[src/scdr_consts.vh]
`ifndef SCDR_CONSTS_VH
`define SCDR_CONSTS_VH

// Printed register offsets, used as register indices
`define SCDR_IDX_CTRL 32'h50001200
`define SCDR_IDX_DATA_LO 32'h50001202
`define SCDR_IDX_DATA_HI 32'h50001204
`define SCDR_IDX_IRQ_CLR 32'h50001206
`define SCDR_IDX_DIVIDER 32'h50001210
// Index bits decoded from the bus address
`define SCDR_IDX_MASK 32'h00000fff

// Control field positions
`define SCDR_B_SS_GATE 15
`define SCDR_B_IRQ_MASK 14
`define SCDR_B_INT 13
`define SCDR_B_PIN_SAMPLE 12
`define SCDR_B_TX_FULL 11
`define SCDR_B_FORCE_DO 10
`define SCDR_B_SOFT_RST 9
`define SCDR_B_WORD_HI 8
`define SCDR_B_WORD_LO 7
`define SCDR_B_ROLE 6
`define SCDR_B_DO_LEVEL 5
`define SCDR_B_CLK_HI 4
`define SCDR_B_CLK_LO 3
`define SCDR_B_POL 2
`define SCDR_B_PHA 1
`define SCDR_B_ENABLE 0

// Writable control bits and reset values
`define SCDR_CTRL_RW_MASK 16'hc7ff
`define SCDR_CTRL_RESET 16'h0000
`define SCDR_DATA_RESET 16'h0000
`define SCDR_DIV_RESET 8'h01

// Word length codes
`define SCDR_WORD_8 2'h0
`define SCDR_WORD_16 2'h1
`define SCDR_WORD_32 2'h2
`define SCDR_WORD_9 2'h3

// Half serial clock period per divider unit, per clock code
`define SCDR_HALF_CODE0 3'h4
`define SCDR_HALF_CODE1 3'h2
`define SCDR_HALF_CODE2 3'h1
`define SCDR_HALF_CODE3 3'h7

// Bus responses
`define SCDR_RESP_OKAY 2'h0
`define SCDR_RESP_SLVERR 2'h2

`endif

[src/scdr_top.v]
`timescale 1ns/1ps
`include "scdr_consts.vh"

module scdr_top #(
  parameter ADDR_W = 16,
  parameter PTR_W = 2,
  parameter DIV_W = 8,
  parameter SLAVE_OK = 1
) (
  // Clock and reset
  input wire clk_sys,
  input wire rst,
  // AXI4-Lite write
  input wire s_axi_awvalid,
  output wire s_axi_awready,
  input wire [ADDR_W-1:0] s_axi_awaddr,
  input wire s_axi_wvalid,
  output wire s_axi_wready,
  input wire [31:0] s_axi_wdata,
  input wire [3:0] s_axi_wstrb,
  output reg s_axi_bvalid,
  input wire s_axi_bready,
  output reg [1:0] s_axi_bresp,
  // AXI4-Lite read
  input wire s_axi_arvalid,
  output wire s_axi_arready,
  input wire [ADDR_W-1:0] s_axi_araddr,
  output reg s_axi_rvalid,
  input wire s_axi_rready,
  output reg [31:0] s_axi_rdata,
  output reg [1:0] s_axi_rresp,
  // Serial pins
  output wire sclk_o,
  output wire sclk_oe_n,
  input wire sclk_i,
  output wire serial_out_pin,
  output wire serial_out_oe_n,
  input wire serial_in_pin,
  input wire slave_sel_n,
  // Interrupt request
  output wire irq
);

  localparam DEPTH = 1 << PTR_W;
  localparam ST_IDLE = 1'b0;
  localparam ST_RUN = 1'b1;

  reg [15:0] ctrl_q;
  reg [DIV_W-1:0] clock_period_divider_q;
  reg [15:0] hi_stage_q;
  reg int_q;
  reg st_q;
  reg [6:0] edge_q;
  reg [31:0] tx_sh_q;
  reg [31:0] rx_sh_q;
  reg out_q;
  reg sclk_q;
  reg [DIV_W+2:0] half_cnt_q;
  reg din_s1_q, din_s2_q;
  reg sck_s1_q, sck_s2_q, sck_s3_q;
  reg ss_s1_q, ss_s2_q;
  reg [31:0] tx_mem_q [0:DEPTH-1];
  reg [31:0] rx_mem_q [0:DEPTH-1];
  reg [PTR_W-1:0] tx_wp_q, tx_rp_q, rx_wp_q, rx_rp_q;
  reg [PTR_W:0] tx_cnt_q, rx_cnt_q;
  reg aw_held_q, w_held_q;
  reg [ADDR_W-1:0] aw_addr_q;
  reg [31:0] w_data_q;
  reg [3:0] w_strb_q;

  // Control fields
  wire slave_mode = ctrl_q[`SCDR_B_ROLE] & (SLAVE_OK != 0);
  wire master_mode = ~slave_mode;
  wire pol = ctrl_q[`SCDR_B_POL];
  wire pha = ctrl_q[`SCDR_B_PHA];
  wire [1:0] word_code = {ctrl_q[`SCDR_B_WORD_HI], ctrl_q[`SCDR_B_WORD_LO]};
  reg [5:0] word_len;
  always @*
  begin
    case (word_code)
      `SCDR_WORD_8: word_len = 6'd8;
      `SCDR_WORD_16: word_len = 6'd16;
      `SCDR_WORD_32: word_len = 6'd32;
      default: word_len = master_mode ? 6'd9 : 6'd8;
    endcase
  end

  // FIFO state
  wire tx_full = (tx_cnt_q == DEPTH[PTR_W:0]);
  wire tx_empty = (tx_cnt_q == {(PTR_W+1){1'b0}});
  wire rx_full = (rx_cnt_q == DEPTH[PTR_W:0]);
  wire rx_empty = (rx_cnt_q == {(PTR_W+1){1'b0}});
  wire [31:0] tx_head = tx_mem_q[tx_rp_q];
  wire [31:0] rx_head = rx_mem_q[rx_rp_q];

  // Switch-off and soft reset
  wire keep_alive = master_mode & ((st_q == ST_RUN) | ~tx_empty);
  wire kill = ctrl_q[`SCDR_B_SOFT_RST] | (~ctrl_q[`SCDR_B_ENABLE] & ~keep_alive);

  // Pin synchronisers
  always @(posedge clk_sys or posedge rst)
  begin
    if (rst)
    begin
      din_s1_q <= 1'b0;
      din_s2_q <= 1'b0;
      sck_s1_q <= 1'b0;
      sck_s2_q <= 1'b0;
      sck_s3_q <= 1'b0;
      ss_s1_q <= 1'b1;
      ss_s2_q <= 1'b1;
    end
    else
    begin
      din_s1_q <= serial_in_pin;
      din_s2_q <= din_s1_q;
      sck_s1_q <= sclk_i;
      sck_s2_q <= sck_s1_q;
      sck_s3_q <= sck_s2_q;
      ss_s1_q <= slave_sel_n;
      ss_s2_q <= ss_s1_q;
    end
  end

  wire selected = ~ctrl_q[`SCDR_B_SS_GATE] | ~ss_s2_q;

  // Master clock divider
  reg [2:0] half_mult;
  always @*
  begin
    case ({ctrl_q[`SCDR_B_CLK_HI], ctrl_q[`SCDR_B_CLK_LO]})
      2'h0: half_mult = `SCDR_HALF_CODE0;
      2'h1: half_mult = `SCDR_HALF_CODE1;
      2'h2: half_mult = `SCDR_HALF_CODE2;
      default: half_mult = `SCDR_HALF_CODE3;
    endcase
  end
  wire [DIV_W-1:0] div_eff = (clock_period_divider_q == {DIV_W{1'b0}}) ?
    {{(DIV_W-1){1'b0}}, 1'b1} : clock_period_divider_q;
  wire [DIV_W+2:0] half_len = div_eff * half_mult;
  wire m_tick = (st_q == ST_RUN) & (half_cnt_q == half_len - 1'b1);

  // Edge events
  wire s_edge = slave_mode & (st_q == ST_RUN) & (sck_s2_q ^ sck_s3_q);
  wire any_edge = master_mode ? m_tick : s_edge;
  wire lead = master_mode ? ~sclk_q : (sck_s2_q != pol);
  wire last_edge = (edge_q == {word_len, 1'b0} - 7'd1);
  wire do_sample = any_edge & (lead ^ pha);
  wire do_launch = any_edge & ((lead & pha) | (~lead & ~pha & ~last_edge));
  wire done = any_edge & ~lead & last_edge;
  wire [31:0] rx_next = do_sample ? {rx_sh_q[30:0], din_s2_q} : rx_sh_q;

  // Start conditions
  wire m_start = master_mode & (st_q == ST_IDLE) & ~tx_empty & ~rx_full;
  wire s_start = slave_mode & (st_q == ST_IDLE) & ctrl_q[`SCDR_B_ENABLE] & selected;
  wire start = ~kill & (m_start | s_start);
  wire [31:0] tx_src = tx_empty ? 32'h00000000 : tx_head;
  wire [31:0] tx_aligned = tx_src << (7'd32 - {1'b0, word_len});
  wire tx_pop = start & ~tx_empty;
  wire rx_push = ~kill & done & ~rx_full;
  wire s_abort = slave_mode & (st_q == ST_RUN) & ~selected;

  // Shift engine
  always @(posedge clk_sys or posedge rst)
  begin
    if (rst)
    begin
      st_q <= ST_IDLE;
      edge_q <= 7'd0;
      tx_sh_q <= 32'h00000000;
      rx_sh_q <= 32'h00000000;
      out_q <= 1'b0;
      sclk_q <= 1'b0;
      half_cnt_q <= {(DIV_W+3){1'b0}};
    end
    else if (kill)
    begin
      st_q <= ST_IDLE;
      edge_q <= 7'd0;
      tx_sh_q <= 32'h00000000;
      sclk_q <= 1'b0;
      half_cnt_q <= {(DIV_W+3){1'b0}};
    end
    else if (start)
    begin
      st_q <= ST_RUN;
      edge_q <= 7'd0;
      sclk_q <= 1'b0;
      half_cnt_q <= {(DIV_W+3){1'b0}};
      if (pha)
        tx_sh_q <= tx_aligned;
      else
      begin
        out_q <= tx_aligned[31];
        tx_sh_q <= {tx_aligned[30:0], 1'b0};
      end
    end
    else if (s_abort)
    begin
      st_q <= ST_IDLE;
      edge_q <= 7'd0;
    end
    else if (st_q == ST_RUN)
    begin
      half_cnt_q <= m_tick ? {(DIV_W+3){1'b0}} : half_cnt_q + 1'b1;
      if (m_tick)
        sclk_q <= ~sclk_q;
      if (any_edge)
        edge_q <= edge_q + 7'd1;
      rx_sh_q <= rx_next;
      if (do_launch)
      begin
        out_q <= tx_sh_q[31];
        tx_sh_q <= {tx_sh_q[30:0], 1'b0};
      end
      if (done)
        st_q <= ST_IDLE;
    end
  end

  // Pin drive
  wire busy = (st_q == ST_RUN);
  assign sclk_o = pol ^ sclk_q;
  assign sclk_oe_n = ~master_mode;
  assign serial_out_pin = (ctrl_q[`SCDR_B_FORCE_DO] | ~busy) ?
    ctrl_q[`SCDR_B_DO_LEVEL] : out_q;
  assign serial_out_oe_n = slave_mode & ~selected;

  // Bus handshakes
  assign s_axi_awready = ~aw_held_q & ~s_axi_bvalid;
  assign s_axi_wready = ~w_held_q & ~s_axi_bvalid;
  assign s_axi_arready = ~s_axi_rvalid;
  wire wr_go = aw_held_q & w_held_q & ~s_axi_bvalid;
  wire rd_go = s_axi_arvalid & ~s_axi_rvalid;
  wire [31:0] wr_idx = {{(32-ADDR_W+2){1'b0}}, aw_addr_q[ADDR_W-1:2]};
  wire [31:0] rd_idx = {{(32-ADDR_W+2){1'b0}}, s_axi_araddr[ADDR_W-1:2]};
  wire wr_ctrl = wr_go & (wr_idx == (`SCDR_IDX_CTRL & `SCDR_IDX_MASK));
  wire wr_lo = wr_go & (wr_idx == (`SCDR_IDX_DATA_LO & `SCDR_IDX_MASK));
  wire wr_hi = wr_go & (wr_idx == (`SCDR_IDX_DATA_HI & `SCDR_IDX_MASK));
  wire wr_clr = wr_go & (wr_idx == (`SCDR_IDX_IRQ_CLR & `SCDR_IDX_MASK));
  wire wr_div = wr_go & (wr_idx == (`SCDR_IDX_DIVIDER & `SCDR_IDX_MASK));
  wire wr_hit = wr_ctrl | wr_lo | wr_hi | wr_clr | wr_div;
  wire rd_lo = rd_go & (rd_idx == (`SCDR_IDX_DATA_LO & `SCDR_IDX_MASK));
  wire tx_push = wr_lo & ~tx_full & ~kill;
  wire rx_pop = rd_lo & ~rx_empty & ~kill;
  wire [15:0] byte_mask = {{8{w_strb_q[1]}}, {8{w_strb_q[0]}}};
  wire [15:0] ctrl_wmask = byte_mask & `SCDR_CTRL_RW_MASK;
  wire int_rd = int_q & ~rx_empty;

  // Register writes
  always @(posedge clk_sys or posedge rst)
  begin
    if (rst)
    begin
      aw_held_q <= 1'b0;
      w_held_q <= 1'b0;
      aw_addr_q <= {ADDR_W{1'b0}};
      w_data_q <= 32'h00000000;
      w_strb_q <= 4'h0;
      s_axi_bvalid <= 1'b0;
      s_axi_bresp <= `SCDR_RESP_OKAY;
      ctrl_q <= `SCDR_CTRL_RESET;
      clock_period_divider_q <= `SCDR_DIV_RESET;
      hi_stage_q <= `SCDR_DATA_RESET;
    end
    else
    begin
      if (s_axi_awvalid & s_axi_awready)
      begin
        aw_held_q <= 1'b1;
        aw_addr_q <= s_axi_awaddr;
      end
      if (s_axi_wvalid & s_axi_wready)
      begin
        w_held_q <= 1'b1;
        w_data_q <= s_axi_wdata;
        w_strb_q <= s_axi_wstrb;
      end
      if (wr_go)
      begin
        aw_held_q <= 1'b0;
        w_held_q <= 1'b0;
        s_axi_bvalid <= 1'b1;
        s_axi_bresp <= wr_hit ? `SCDR_RESP_OKAY : `SCDR_RESP_SLVERR;
      end
      else if (s_axi_bvalid & s_axi_bready)
        s_axi_bvalid <= 1'b0;
      if (wr_ctrl)
        ctrl_q <= (ctrl_q & ~ctrl_wmask) | (w_data_q[15:0] & ctrl_wmask);
      if (wr_div)
        clock_period_divider_q <= w_data_q[DIV_W-1:0];
      if (kill)
        hi_stage_q <= `SCDR_DATA_RESET;
      else if (wr_hi)
        hi_stage_q <= w_data_q[15:0];
    end
  end

  // Interrupt flag, set wins over clear
  always @(posedge clk_sys or posedge rst)
  begin
    if (rst)
      int_q <= 1'b0;
    else if (kill)
      int_q <= 1'b0;
    else if (rx_push)
      int_q <= 1'b1;
    else if (wr_clr)
      int_q <= 1'b0;
  end
  assign irq = int_rd & ctrl_q[`SCDR_B_IRQ_MASK];

  // FIFOs
  always @(posedge clk_sys or posedge rst)
  begin
    if (rst)
    begin
      tx_wp_q <= {PTR_W{1'b0}};
      tx_rp_q <= {PTR_W{1'b0}};
      tx_cnt_q <= {(PTR_W+1){1'b0}};
      rx_wp_q <= {PTR_W{1'b0}};
      rx_rp_q <= {PTR_W{1'b0}};
      rx_cnt_q <= {(PTR_W+1){1'b0}};
    end
    else if (kill)
    begin
      tx_wp_q <= {PTR_W{1'b0}};
      tx_rp_q <= {PTR_W{1'b0}};
      tx_cnt_q <= {(PTR_W+1){1'b0}};
      rx_wp_q <= {PTR_W{1'b0}};
      rx_rp_q <= {PTR_W{1'b0}};
      rx_cnt_q <= {(PTR_W+1){1'b0}};
    end
    else
    begin
      if (tx_push)
        tx_wp_q <= tx_wp_q + 1'b1;
      if (tx_pop)
        tx_rp_q <= tx_rp_q + 1'b1;
      if (tx_push & ~tx_pop)
        tx_cnt_q <= tx_cnt_q + 1'b1;
      else if (tx_pop & ~tx_push)
        tx_cnt_q <= tx_cnt_q - 1'b1;
      if (rx_push)
        rx_wp_q <= rx_wp_q + 1'b1;
      if (rx_pop)
        rx_rp_q <= rx_rp_q + 1'b1;
      if (rx_push & ~rx_pop)
        rx_cnt_q <= rx_cnt_q + 1'b1;
      else if (rx_pop & ~rx_push)
        rx_cnt_q <= rx_cnt_q - 1'b1;
    end
  end

  // FIFO storage
  genvar gi;
  generate
    for (gi = 0; gi < DEPTH; gi = gi + 1)
    begin : g_entry
      always @(posedge clk_sys or posedge rst)
      begin
        if (rst)
        begin
          tx_mem_q[gi] <= 32'h00000000;
          rx_mem_q[gi] <= 32'h00000000;
        end
        else
        begin
          if (tx_push & (tx_wp_q == gi))
            tx_mem_q[gi] <= {hi_stage_q, w_data_q[15:0]};
          if (rx_push & (rx_wp_q == gi))
            rx_mem_q[gi] <= rx_next;
        end
      end
    end
  endgenerate

  // Register reads
  reg [31:0] rd_val;
  reg rd_hit;
  always @*
  begin
    rd_val = 32'h00000000;
    rd_hit = 1'b1;
    if (rd_idx == (`SCDR_IDX_CTRL & `SCDR_IDX_MASK))
    begin
      rd_val[15:0] = ctrl_q & `SCDR_CTRL_RW_MASK;
      rd_val[`SCDR_B_INT] = int_rd;
      rd_val[`SCDR_B_PIN_SAMPLE] = din_s2_q;
      rd_val[`SCDR_B_TX_FULL] = tx_full;
    end
    else if (rd_idx == (`SCDR_IDX_DATA_LO & `SCDR_IDX_MASK))
      rd_val[15:0] = rx_head[15:0];
    else if (rd_idx == (`SCDR_IDX_DATA_HI & `SCDR_IDX_MASK))
      rd_val[15:0] = rx_head[31:16];
    else if (rd_idx == (`SCDR_IDX_IRQ_CLR & `SCDR_IDX_MASK))
      rd_val = 32'h00000000;
    else if (rd_idx == (`SCDR_IDX_DIVIDER & `SCDR_IDX_MASK))
      rd_val[DIV_W-1:0] = clock_period_divider_q;
    else
      rd_hit = 1'b0;
  end

  always @(posedge clk_sys or posedge rst)
  begin
    if (rst)
    begin
      s_axi_rvalid <= 1'b0;
      s_axi_rdata <= 32'h00000000;
      s_axi_rresp <= `SCDR_RESP_OKAY;
    end
    else if (rd_go)
    begin
      s_axi_rvalid <= 1'b1;
      s_axi_rdata <= rd_val;
      s_axi_rresp <= rd_hit ? `SCDR_RESP_OKAY : `SCDR_RESP_SLVERR;
    end
    else if (s_axi_rvalid & s_axi_rready)
      s_axi_rvalid <= 1'b0;
  end

endmodule // scdr_top

[config.mk]
export PLATFORM = sky130hd
export DESIGN_NAME = scdr_top
export DESIGN_NICKNAME = d
export VERILOG_FILES = /design/src/scdr_top.v
export VERILOG_INCLUDE_DIRS = /design/src /design/src/src
export SDC_FILE = /design/constraint.sdc
export NUM_CORES = 1
export LEC_CHECK = 0
export ABC_AREA = 1
export BUFFER_PORTS_ARGS = -buffer_cell sky130_fd_sc_hd__buf_2
export CORE_ASPECT_RATIO = 1.75
export CORE_MARGIN = 1.5
export CORE_UTILIZATION = 40
export DETAILED_ROUTE_END_ITERATION = 16
export GPL_TIMING_DRIVEN = 1
export PLACE_DENSITY = 0.6
export SLEW_MARGIN = 20
export SYNTH_ARGS = -nofsm -noshare
export SYNTH_HDL_FRONTEND = slang
export SYNTH_SLANG_ARGS = --single-unit
[constraint.sdc]
create_clock -name clk_sys -period 18.9 [get_ports clk_sys]
set_input_delay 0.945 -clock clk_sys [delete_from_list [all_inputs] [get_ports clk_sys]]
set_output_delay 0.945 -clock clk_sys [all_outputs]
set_load 0.005 [all_outputs]
; Word-level counts from Yosys, hierarchy flattened
; Index checks and enable logic that the tools add are counted.
[totals]
reg_bits = 461
input_bits = 78
[op_classes]
n_addsub = 13
multipliers = 1
magnitude_cmp = 2
eq_ne = 28
n_shift = 1
muxes = 85
n_bitwise = 102
reduce_logical = 32
[op_table]
columns = operator, n
row1 = 2-to-1 mux 32 bit, 12
row2 = == test 14 x 10 -> 1 bit (second input constant), 10
row3 = binary-select mux 32 bit (select 2 bit), 2
row4 = 2-to-1 mux 16 bit, 5
row5 = AND 1 bit, 57
row6 = 2-to-1 mux 11 bit, 5
row7 = 2-to-1 mux 1 bit, 35
row8 = 2-to-1 mux 7 bit, 5
row9 = AND 16 bit, 2
row10 = << shifter 32 x 7 -> 32 bit, 1
row11 = NOT 1 bit, 26
row12 = 2-to-1 mux 8 bit, 3
row13 = nonzero test 2 bit, 11
row14 = 2-to-1 mux 2 bit, 10
row15 = 2-to-1 mux 3 bit, 6
row16 = case mux 6 bit (3 select lines), 1
row17 = nonzero test 3 bit, 6
row18 = NOT 16 bit, 1
row19 = bitwise OR 16 bit, 1
row20 = == test 2 bit (second input constant), 6
row21 = adder 11 x 1 -> 11 bit (second input constant), 1
row22 = == test 11 bit, 1
row23 = multiplier 8 x 3 -> 11 bit, 1
row24 = subtractor 11 x 1 -> 11 bit (second input constant), 1
row25 = other kinds (25), 55

; Depth between registers and ports, before layout
; Gate-level depths: netlist (run 1).
[depth]
depth_word = 16
depth_mapped = 30
depth_no_buf = 30

; Worst setup path after synthesis (run 1)
; No wires, ideal clock.
[synth_path]
kind = register -> register
startpoint = reg with a tool-made name
endpoint = reg rx_cnt_q[2]
setup_time_ns = 0.116
t_arrival_ns = 3.954
required_time_ns = 18.784
path_slack_ns = 14.830
path_stages_with_launch = 28
path_buffers = 1
path_cell_list = dfrtp_1 ha_1 or2_2 clkbuf_1 nand2_1 ha_1 fa_1 fa_1 inv_1 nand2_1 nand2_1 nand3_1 nand3_1 nand2_1 nor2_1 nand2_1 nor2_2 nand4_2 nand2_4 nand3_4 nor2_1 fa_1 xnor2_1 inv_1 nand2_1 nand2_1 nand2_1 nand2_1
[synth_rtl]
columns = item, line_no
row1 = end signal: assignment, scdr_top.v:323  ; rx_cnt_q <= {(PTR_W+1){1'b0}};
row2 = end signal: assignment, scdr_top.v:332  ; rx_cnt_q <= {(PTR_W+1){1'b0}};
row3 = end signal: assignment, scdr_top.v:349  ; rx_cnt_q <= rx_cnt_q + 1'b1;
row4 = end: declaration, scdr_top.v:65  ; reg [PTR_W:0] tx_cnt_q, rx_cnt_q;

; Final worst setup path (run 1)
[layout_path]
startpoint = reg clock_period_divider_q[7]
endpoint = reg rx_mem_q[31] (netlist name)
[layout_via]
elab_chain_len = 12
word_cells_on_any_way = 14
cone_classes = add/sub: 1 / mul: 1 / eq/ne: 1 / mux: 3 / bitwise: 7 / reduce/logical: 1
[layout_lines]
columns = item, line_no
row1 = start: declaration, scdr_top.v:49  ; reg [DIV_W-1:0] clock_period_divider_q;
row2 = start signal: assignment, scdr_top.v:263  ; clock_period_divider_q <= `SCDR_DIV_RESET;
row3 = start signal: assignment, scdr_top.v:291  ; clock_period_divider_q <= w_data_q[DIV_W-1:0];
row4 = logical NOT 8 bit, scdr_top.v:138  ; wire [DIV_W-1:0] div_eff = (clock_period_divider_q == {DIV_W{1'b0}}) ?
row5 = 2-to-1 mux 8 bit (*), scdr_top.v:138
row6 = multiplier 8 x 3 -> 11 bit (*), scdr_top.v:140  ; wire [DIV_W+2:0] half_len = div_eff * half_mult;
row7 = subtractor 11 x 1 -> 11 bit (*), scdr_top.v:141  ; wire m_tick = (st_q == ST_RUN) & (half_cnt_q == half_len - 1'b1);
row8 = == test 11 bit (*), scdr_top.v:141
row9 = AND 1 bit (*), scdr_top.v:141
row10 = 2-to-1 mux 1 bit (*), scdr_top.v:145  ; wire any_edge = master_mode ? m_tick : s_edge;
row11 = AND 1 bit (2 in series), scdr_top.v:150  ; wire done = any_edge & ~lead & last_edge;
row12 = AND 1 bit (2 in series), scdr_top.v:160  ; wire rx_push = ~kill & done & ~rx_full;
row13 = AND 1 bit, scdr_top.v:371  ; if (rx_push & (rx_wp_q == gi))
row14 = end signal: indexed assignment, scdr_top.v:372  ; rx_mem_q[gi] <= rx_next;
row15 = end: declaration, scdr_top.v:63  ; reg [31:0] rx_mem_q [0:DEPTH-1];
; Every way passes the cells marked *; elsewhere a longest branch is shown, timed or not.
; A chain may end at the register's enable or synchronous reset.

==> results of run 1 <==
## layout by cell type (no fill, tap or decap), types with 37 or more instances in the layout
master     synthesis  routed
nand2_1          729     729
dfrtp_1          451     449
o21ai_0          381     380
nor2_1           248     247
inv_1            207     205
o21ai_1          134     134
nand3_1          104     104
buf_2             36      83
a21oi_1           63      63
o22ai_1           44      44
clkbuf_16          0      44
ha_1              37      37
## cell type report
| class | instances | area [um^2] |
|---|---|---|
| timing repair buffer | 109 | 627 |
| sequential | 454 | 11400 |
| clock inverter | 9 | 113 |
| clock buffer | 71 | 1340 |
| fill | 5709 | 31200 |
| multi-input combinational | 1994 | 9940 |
| inverter | 217 | 825 |
| tap | 760 | 951 |
## flip-flops by register name, indices dropped and copies added, names as in the netlist, 3 cells and up, named ones only
signal                  flops
rx_cnt_q                    3
hi_stage_q                 16
w_data_q                   16
half_cnt_q                 11
edge_q                      7
rx_sh_q                    32
tx_sh_q                    32
s_axi_rdata                16
rx_mem_q                  128
aw_addr_q                  14
tx_mem_q                  128
clock_period_divider_q      8
tx_cnt_q                    3
## through the flow
step           total power [mW]  util [%]
4_1_cts                    3.10      44.6
3_5_place_dp               2.20      42.0
6_report                   3.08      44.6
5_1_grt                    3.26      44.6
3_3_place_gp               2.17      42.0
2_1_floorplan              1.91         -
## how the worst min path moves through the flow
stage                                    end  slack, ps  cells after the start
after global routing      sck_s2_q$_DFF_PP0_        360                      0
after detailed placement  sck_s2_q$_DFF_PP0_        340                      0
after floorplan           din_s2_q$_DFF_PP0_        330                      0
after global placement    sck_s2_q$_DFF_PP0_        330                      0
after CTS                 sck_s2_q$_DFF_PP0_        350                      0
final                     sck_s2_q$_DFF_PP0_        350                      0
## synthesized netlist by cell type (8+ instances only)
cell / n / area share [%]
nand2_1: 729 / 12
dfrtp_1: 451 / 49
o21ai_0: 381 / 8.3
nor2_1: 248 / 4.1
inv_1: 207 / 3.4
o21ai_1: 134 / 2.9
nand3_1: 104 / 2.3
clkbuf_1: 89 / 1.5
a21oi_1: 63 / 1.4
o22ai_1: 44 / 1.2
ha_1: 37 / 2.0
buf_2: 36 / 0.79
mux2i_1: 34 / 1.5
o21ai_2: 30 / 1.1
buf_4: 23 / 0.75
a31oi_1: 19 / 0.52
nor3_1: 15 / 0.33
xor2_1: 15 / 0.57
buf_6: 14 / 0.69
nand4_1: 14 / 0.38
o211ai_1: 11 / 0.36
mux2_2: 10 / 0.49
fa_1: 9 / 0.79
o221ai_1: 8 / 0.31
## routing by layer
| layer | part of all wire, % | vias to the layer above | GRT usage, % | wire length, um |
|---|---|---|---|---|
| li1 | - | 9229 | - | - |
| met1 | 40 | 9344 | 26.5 | 25800 |
| met2 | 51 | 511 | 39.0 | 32900 |
| met3 | 4.1 | 132 | 2.23 | 2600 |
| met4 | 4.4 | 0 | 10.1 | 2820 |
| met5 | 0 | - | 0 | 0 |
## cells by family (layout without fill, tap and decap cells)
logic type | after synthesis | count (layout) | share of synthesized area, %
AND/OR/NAND/NOR | 1151 | 1151 | 20.4
AO/OA/AOI/OAI | 714 | 714 | 17.0
flip-flops | 454 | 454 | 49.6
buffers and inverters | 386 | 406 | 7.36
adder cells (fa/ha/maj) | 46 | 46 | 2.81
multiplexers | 44 | 44 | 1.98
XOR/XNOR | 21 | 21 | 0.803
other | 1 | 18 | 0.0164
## worst max-delay path: stages, from the launching register on
cell	delay, ps
dfrtp_1	540
inv_1	140
nand3_1	100
o21ai_2	220
nand2_1	80
ha_1	300
fa_1	500
fa_1	420
inv_1	90
nand2_1	70
nand2_1	130
nand3_1	120
nand3_1	100
nand2_1	50
nor2_1	90
nand2_1	70
nor2_2	120
nand4_2	140
nand2_4	180
nand2_4	470
o21ai_1	570
o21ai_0	170
## power groups by stage
stage / clock network [mW] / registers (mW) / logic [mW]
finish: 0.901 / 1.20 / 0.971
floorplan: 0 / 1.19 / 0.716
global placement: 0 / 1.22 / 0.951
detailed placement: 0 / 1.22 / 0.974
CTS: 0.921 / 1.20 / 0.978
global route: 0.957 / 1.22 / 1.09
==> impl_results.md, run 1 <==
- FF-to-FF Start: clock_period_divider_q[7]$_DFFE_PP0P_
- DRT iter0 DRCs: between 1500 and 2000
- Nets: slightly below 3000
- Core area: roughly 0.056 mm^2
- Synth warn: 0
- Sequential power share: about 40%
- Fin. max-slew vios: 0
- Initial Utilization: roughly two fifths
- Maxcap violations: 0
- Post-route DRC: 0
- Cell area after synthesis: about 0.023 mm^2
- EDFF count, synth: 0
- Slew @ Worst Pin: just over 1000 ps
- Share of layout cells above drive strength 1: 8.76%
- Final TNS setup: 0 ps
- Depth of the most critical reg-to-reg path: 21
- Net Sw Frac: 38.0%
- PD cells: 122 mW/mm^2
- Post-synthesis sequential area ratio: 49.6%
- Vias in the first global route: ~19000
- Worst EP arrival: around 5300 ps
- Total vias in the final route: roughly 19000
- Internal Power: 1.91 mW
- Worst Skew: between 20 and 25 ps
- Placed Cells: between 3000 and 4000
- Synth Instances: 2817
- HPWL Detailed: roughly 43000 um
- Avg Cell Area, Syn: around 8.1 um^2
- Total grt overflow: 0
- Root buffer cell: clkbuf_16
- Routed wire length per instance: 17.7 um
- Via/cell ratio: approximately 5.3
- Post-synth cell types: 54
- Setup violators final: 0
- CP startpoint kind: flip-flop
- Design Area, Final: around 0.025 mm^2
- VDD IR max: 0.0723 mV
- Gr usage total: 21.9%
- Worst setup endpoint: rx_mem_q[31]$_DFFE_PP0P_
- RSZ-0062 raised after global routing: false
- Clk buf depth: 3
- Hold_sp: sck_s1_q$_DFF_PP0_
- Largest net degree at the start of global routing: 174
- First drt pass iteration count: 7
- Initial antenna violation count: 0
- Fin crit share: about a quarter
- Std-Cell Rows: roughly 120
- Dpl cell area: roughly 0.024 mm^2
- Critical Path Source: clock_period_divider_q[7]$_DFFE_PP0P_
- TritonCTS clock tree: done
- Yosys reg bits: 454
- Die X: roughly 180 um
- Ys async rst share: 100%
- Final non-filler cell total: between 3000 and 4000
- CTS Buf Count: 44
- CTS clk-pin slew, worst paths: 60 ps
- Area growth syn-to-layout: 9.81%
- WHS: between 300 and 400 ps
- Ports: ~120
- Run status: complete, no violations
- Die Y: approximately 320 um
- Gpl congestion: around 0.91
- WS Path Type: flip-flop to flip-flop
- Comb pwr share: a little under a third
- Sw power: 1.17 mW
- # diodes: 0
- Post-CTS Setup Bufs: 0
- Hold crit path type: flip-flop to flip-flop
- Setup ws final: approximately 14000 ps
- Total die area: between 0.05 and 0.06 mm^2
- Worst skew pair latency: around 580 ps
- Crit end category: flip-flop
- Final hold viol count: 0
- CP Max Fanout: 64
- Pleak: between 10 and 15 nW
- I/O Buffers: between 80 and 90
- Slew HR: about a third
- H-tree depth: 2
- Post-layout min period: slightly below 5000 ps
- Fmax: 204 MHz
- Clock power frac: ~29%
- Hold_buf cts: 0
- Clock Sinks: 454
- First-pass GRT wire length: slightly above 100000 um
- CP Data Required Time: slightly below 20000 ps
- Final antenna-violating net count: 0
- Aggregate routed wire length: between 60000 and 70000 um
- Capture point of the worst reg-to-reg path: rx_mem_q[31]$_DFFE_PP0P_
- Resize count post-CTS: 0
- Predominant post-synthesis flop cell: dfrtp_1
- Worst slack, placed: approximately 14000 ps
- Worst reg2reg setup slack: ~14000 ps
Power figures use the tool's default switching activity.
==> run 2, diff against run 1 <==
PLACE_DENSITY = 0.62   (was 0.6)
clock period = 4.15 ns   (was 18.9 ns; I/O delays follow)
==> impl_results.md, run 2 (same netlist as run 1, synthesis figures left out) <==
- Total die area: 0.0588 mm^2 (unchanged)
- Largest regs: rx_mem_q: 128 flops, tx_mem_q: 128 flops (unchanged)
- Worst Skew: 17.0 ps (was 23.2 ps)
- Slew HR: 32.0% (was 31.9%)
- Setup violators final: 0 (unchanged)
- Comb pwr share: 34.7% (was 31.6%)
- Fin crit share: 99.7% (was 26.0%)
- Initial antenna violation count: 0 (unchanged)
- RSZ-0062 raised after global routing: true (was false)
- Placed Cells: 3589 (was 3534)
- Clk buf depth: 3 (unchanged)
- Initial Utilization: 40.6% (unchanged)
- Nets: 3052 (was 2944)
- Hold_sp: s_axi_wvalid (was sck_s1_q$_DFF_PP0_)
- Hold crit path type: primary input to flip-flop (was flip-flop to flip-flop)
- Die Y: 320 um (unchanged)
- Area growth syn-to-layout: 16.9% (was 9.81%)
- WHS: 178 ps (was 351 ps)
- Most frequent cells in the layout: nand2_1, dfrtp_1, o21ai_0 (unchanged)
- Commonest non-fill, non-tap cell in the layout: nand2_1 (unchanged)
- Core area: 0.0564 mm^2 (unchanged)
- Design Area, Final: 0.0268 mm^2 (was 0.0252 mm^2)
- Sequential power share: 38.4% (was 39.1%)
- Run status: complete, no violations (unchanged)
- I/O Buffers: 83 (unchanged)
- Post-route DRC: 0 (unchanged)
- CP Max Fanout: 10 (was 64)
- Die X: 184 um (unchanged)
- Clock Sinks: 454 (unchanged)
- Aggregate routed wire length: 68000 um (was 64100 um)
- Largest net degree at the start of global routing: 120 (was 174)
- CTS Buf Count: 44 (unchanged)
- Gpl congestion: 0.937 (was 0.908)
- Final non-filler cell total: 3723 (was 3614)
- First-pass GRT wire length: 105000 um (was 102000 um)
- Fin. max-slew vios: 0 (unchanged)
- VDD IR max: 0.298 mV (was 0.0723 mV)
- Via/cell ratio: 5.34 (was 5.32)
- Fmax: 242 MHz (was 204 MHz)
- Final hold viol count: 0 (unchanged)
- CTS clk-pin slew, worst paths: 70 ps (was 60 ps)
- CP max stage delay: 570 ps (about the same)
- PD cells: 541 mW/mm^2 (was 122 mW/mm^2)
- Std-Cell Rows: 115 (unchanged)
- WS Path Type: flip-flop to flip-flop (unchanged)
- Final antenna-violating net count: 0 (unchanged)
- CP Data Required Time: 4640 ps (was 19300 ps)
- Clock power frac: 26.8% (was 29.3%)
- Critical-path cell list: buf_4 > ha_4 > nand2_2 > ha_4 > fa_2 > fa_2 > nand2_1 > nand3_1 > nor2_1 > nand2_1 > nor2_1 > nand2_1 > nor2_4 > nand4_4 > nand2_4 > buf_6 > nand2_8 > buf_12 > nand2_1 > o21ai_1 > buf_4 > o21ai_0 (was inv_1 > nand3_1 > o21ai_2 > nand2_1 > ha_1 > fa_1 > fa_1 > inv_1 > nand2_1 > nand2_1 > nand3_1 > nand3_1 > nand2_1 > nor2_1 > nand2_1 > nor2_2 > nand4_2 > nand2_4 > nand2_4 > o21ai_1 > o21ai_0)
- TritonCTS clock tree: done (unchanged)
- Pleak: 12.6 nW (was 12.0 nW)
- HPWL Detailed: 44900 um (was 42800 um)
- Share of layout cells above drive strength 1: 12.6% (was 8.76%)
- CP startpoint kind: flip-flop (unchanged)
- Cell repeated most along the worst path: nand2_1 (unchanged)
- CP max stage cell: fa_2 (was o21ai_1)
- Internal Power: 8.83 mW (was 1.91 mW)
- DRT iter0 DRCs: 1754 (was 1645)
- Root buffer cell: clkbuf_16 (unchanged)
- Worst skew pair latency: 580 ps (about the same)
- Dpl cell area: 0.0243 mm^2 (was 0.0237 mm^2)
- Maxcap violations: 0 (unchanged)
- CP bufs+invs: 4 (was 2)
- H-tree depth: 2 (unchanged)
- Sw power: 5.67 mW (was 1.17 mW)
- Total grt overflow: 0 (unchanged)
- Routed wire length per instance: 18.3 um (was 17.7 um)
- Slew @ Worst Pin: 1010 ps (about the same)
- Layout fillers: 5518 (was 5709)
- Critical path's top delay family: adder cells (was simple AND/OR/NAND/NOR gates)
- Ports: 124 (unchanged)
- Gr usage total: 22.6% (was 21.9%)
- Total vias in the final route: 19899 (was 19216)
- Crit end category: flip-flop (unchanged)
- First drt pass iteration count: 6 (was 7)
- Power consumption: 14.5 mW (was 3.08 mW)
- Post-layout min period: 4140 ps (was 4910 ps)
- Worst EP arrival: 4620 ps (was 5310 ps)
- Vias in the first global route: 19401 (was 18533)
- Net Sw Frac: 39.1% (was 38.0%)
[run 2: cell count changes in the layout (fill, tap and decap cells not counted), moves of 8 or more]
cell           delta
o21ai_2          -28
nand2_1          -18
ha_1             -11
nand2_2          +14
o21ai_0           -8
o21ai_4          +29
buf_4            +46
ha_4              +9
buf_12           +13
dlygate4sd3_1    +38
[run 2: path summary, 6_finish.rpt]
check / slack, ps / depth (start not counted) / endpoint
setup / recovery: 10 / 22 / rx_mem_q[28]$_DFFE_PP0P_
hold / removal: 180 / 4 / w_held_q$_DFFE_PP0P_
setup reg to reg: 10 / 22 / rx_mem_q[28]$_DFFE_PP0P_
hold reg to reg: 360 / 0 / din_s2_q$_DFF_PP0_
max in group asynchronous: 2810 / 4 / rx_mem_q[48]$_DFFE_PP0P_
min in group asynchronous: 220 / 3 / s_axi_rdata[13]$_DFFE_PP0P_
[run 2: per-stage QoR]
step / TNS, ps / util [%] / worst slack, ps
after detailed placement: -19780 / 43.1 / -203
after CTS: -5.45 / 46.2 / -2.77
after global placement: -10890 / 43.1 / -153
after global routing: -8450 / 47.5 / -173
after floorplan: -991930 / - / -2200
final: 0 / 47.5 / 12.1
[run 2: routing by layer]
metal  track usage [%]  vias up  routed length, um
li1                  -     9464                  -
met4              9.93        0               2910
met5                 0        -                  0
met3              2.72      161               3140
met2              40.9      572              35400
met1              26.6     9702              26600
[run 2: worst reg2reg max path, stage by stage (launching register included)]
cell and delay [ps]:
dfrtp_1 410, buf_4 160, ha_4 300, nand2_2 80, ha_4 250, fa_2 570, fa_2 450, nand2_1 70
nand3_1 70, nor2_1 110, nand2_1 60, nor2_1 100, nand2_1 90, nor2_4 140, nand4_4 150, nand2_4 130
buf_6 180, nand2_8 130, buf_12 190, nand2_1 60, o21ai_1 50, buf_4 150, o21ai_0 180
[run 2: area by class of cell]
cell class | instances | area [um^2] | share of cell area, %
multi-input combinational | 1995 | 10500 | 39.1
clock inverter | 16 | 104 | 0.387
clock buffer | 64 | 1260 | 4.69
tap | 760 | 951 | 3.55
sequential | 454 | 11400 | 42.4
antenna | 1 | 2.50 | 0.00934
inverter | 217 | 828 | 3.09
timing repair buffer | 216 | 1810 | 6.76
[run 2: timing repair]
item | CTS | global route
cloned | 0 | 10
resized for setup | 11 | 98
pin swaps | 2 | 24
hold endpoints to repair | 48 | 0
endpoints found under the setup margin | 194 | 207
setup buffers | 0 | 5
hold buffers | 38 | 0
[run 2: power by group through the flow]
stage,clock network (mW),registers [mW],logic (mW)
floorplan,0,5.42,3.26
global placement,0,5.58,4.48
detailed placement,0,5.60,4.58
CTS,3.97,5.52,4.65
global route,4.14,5.63,5.58
finish,3.89,5.57,5.03
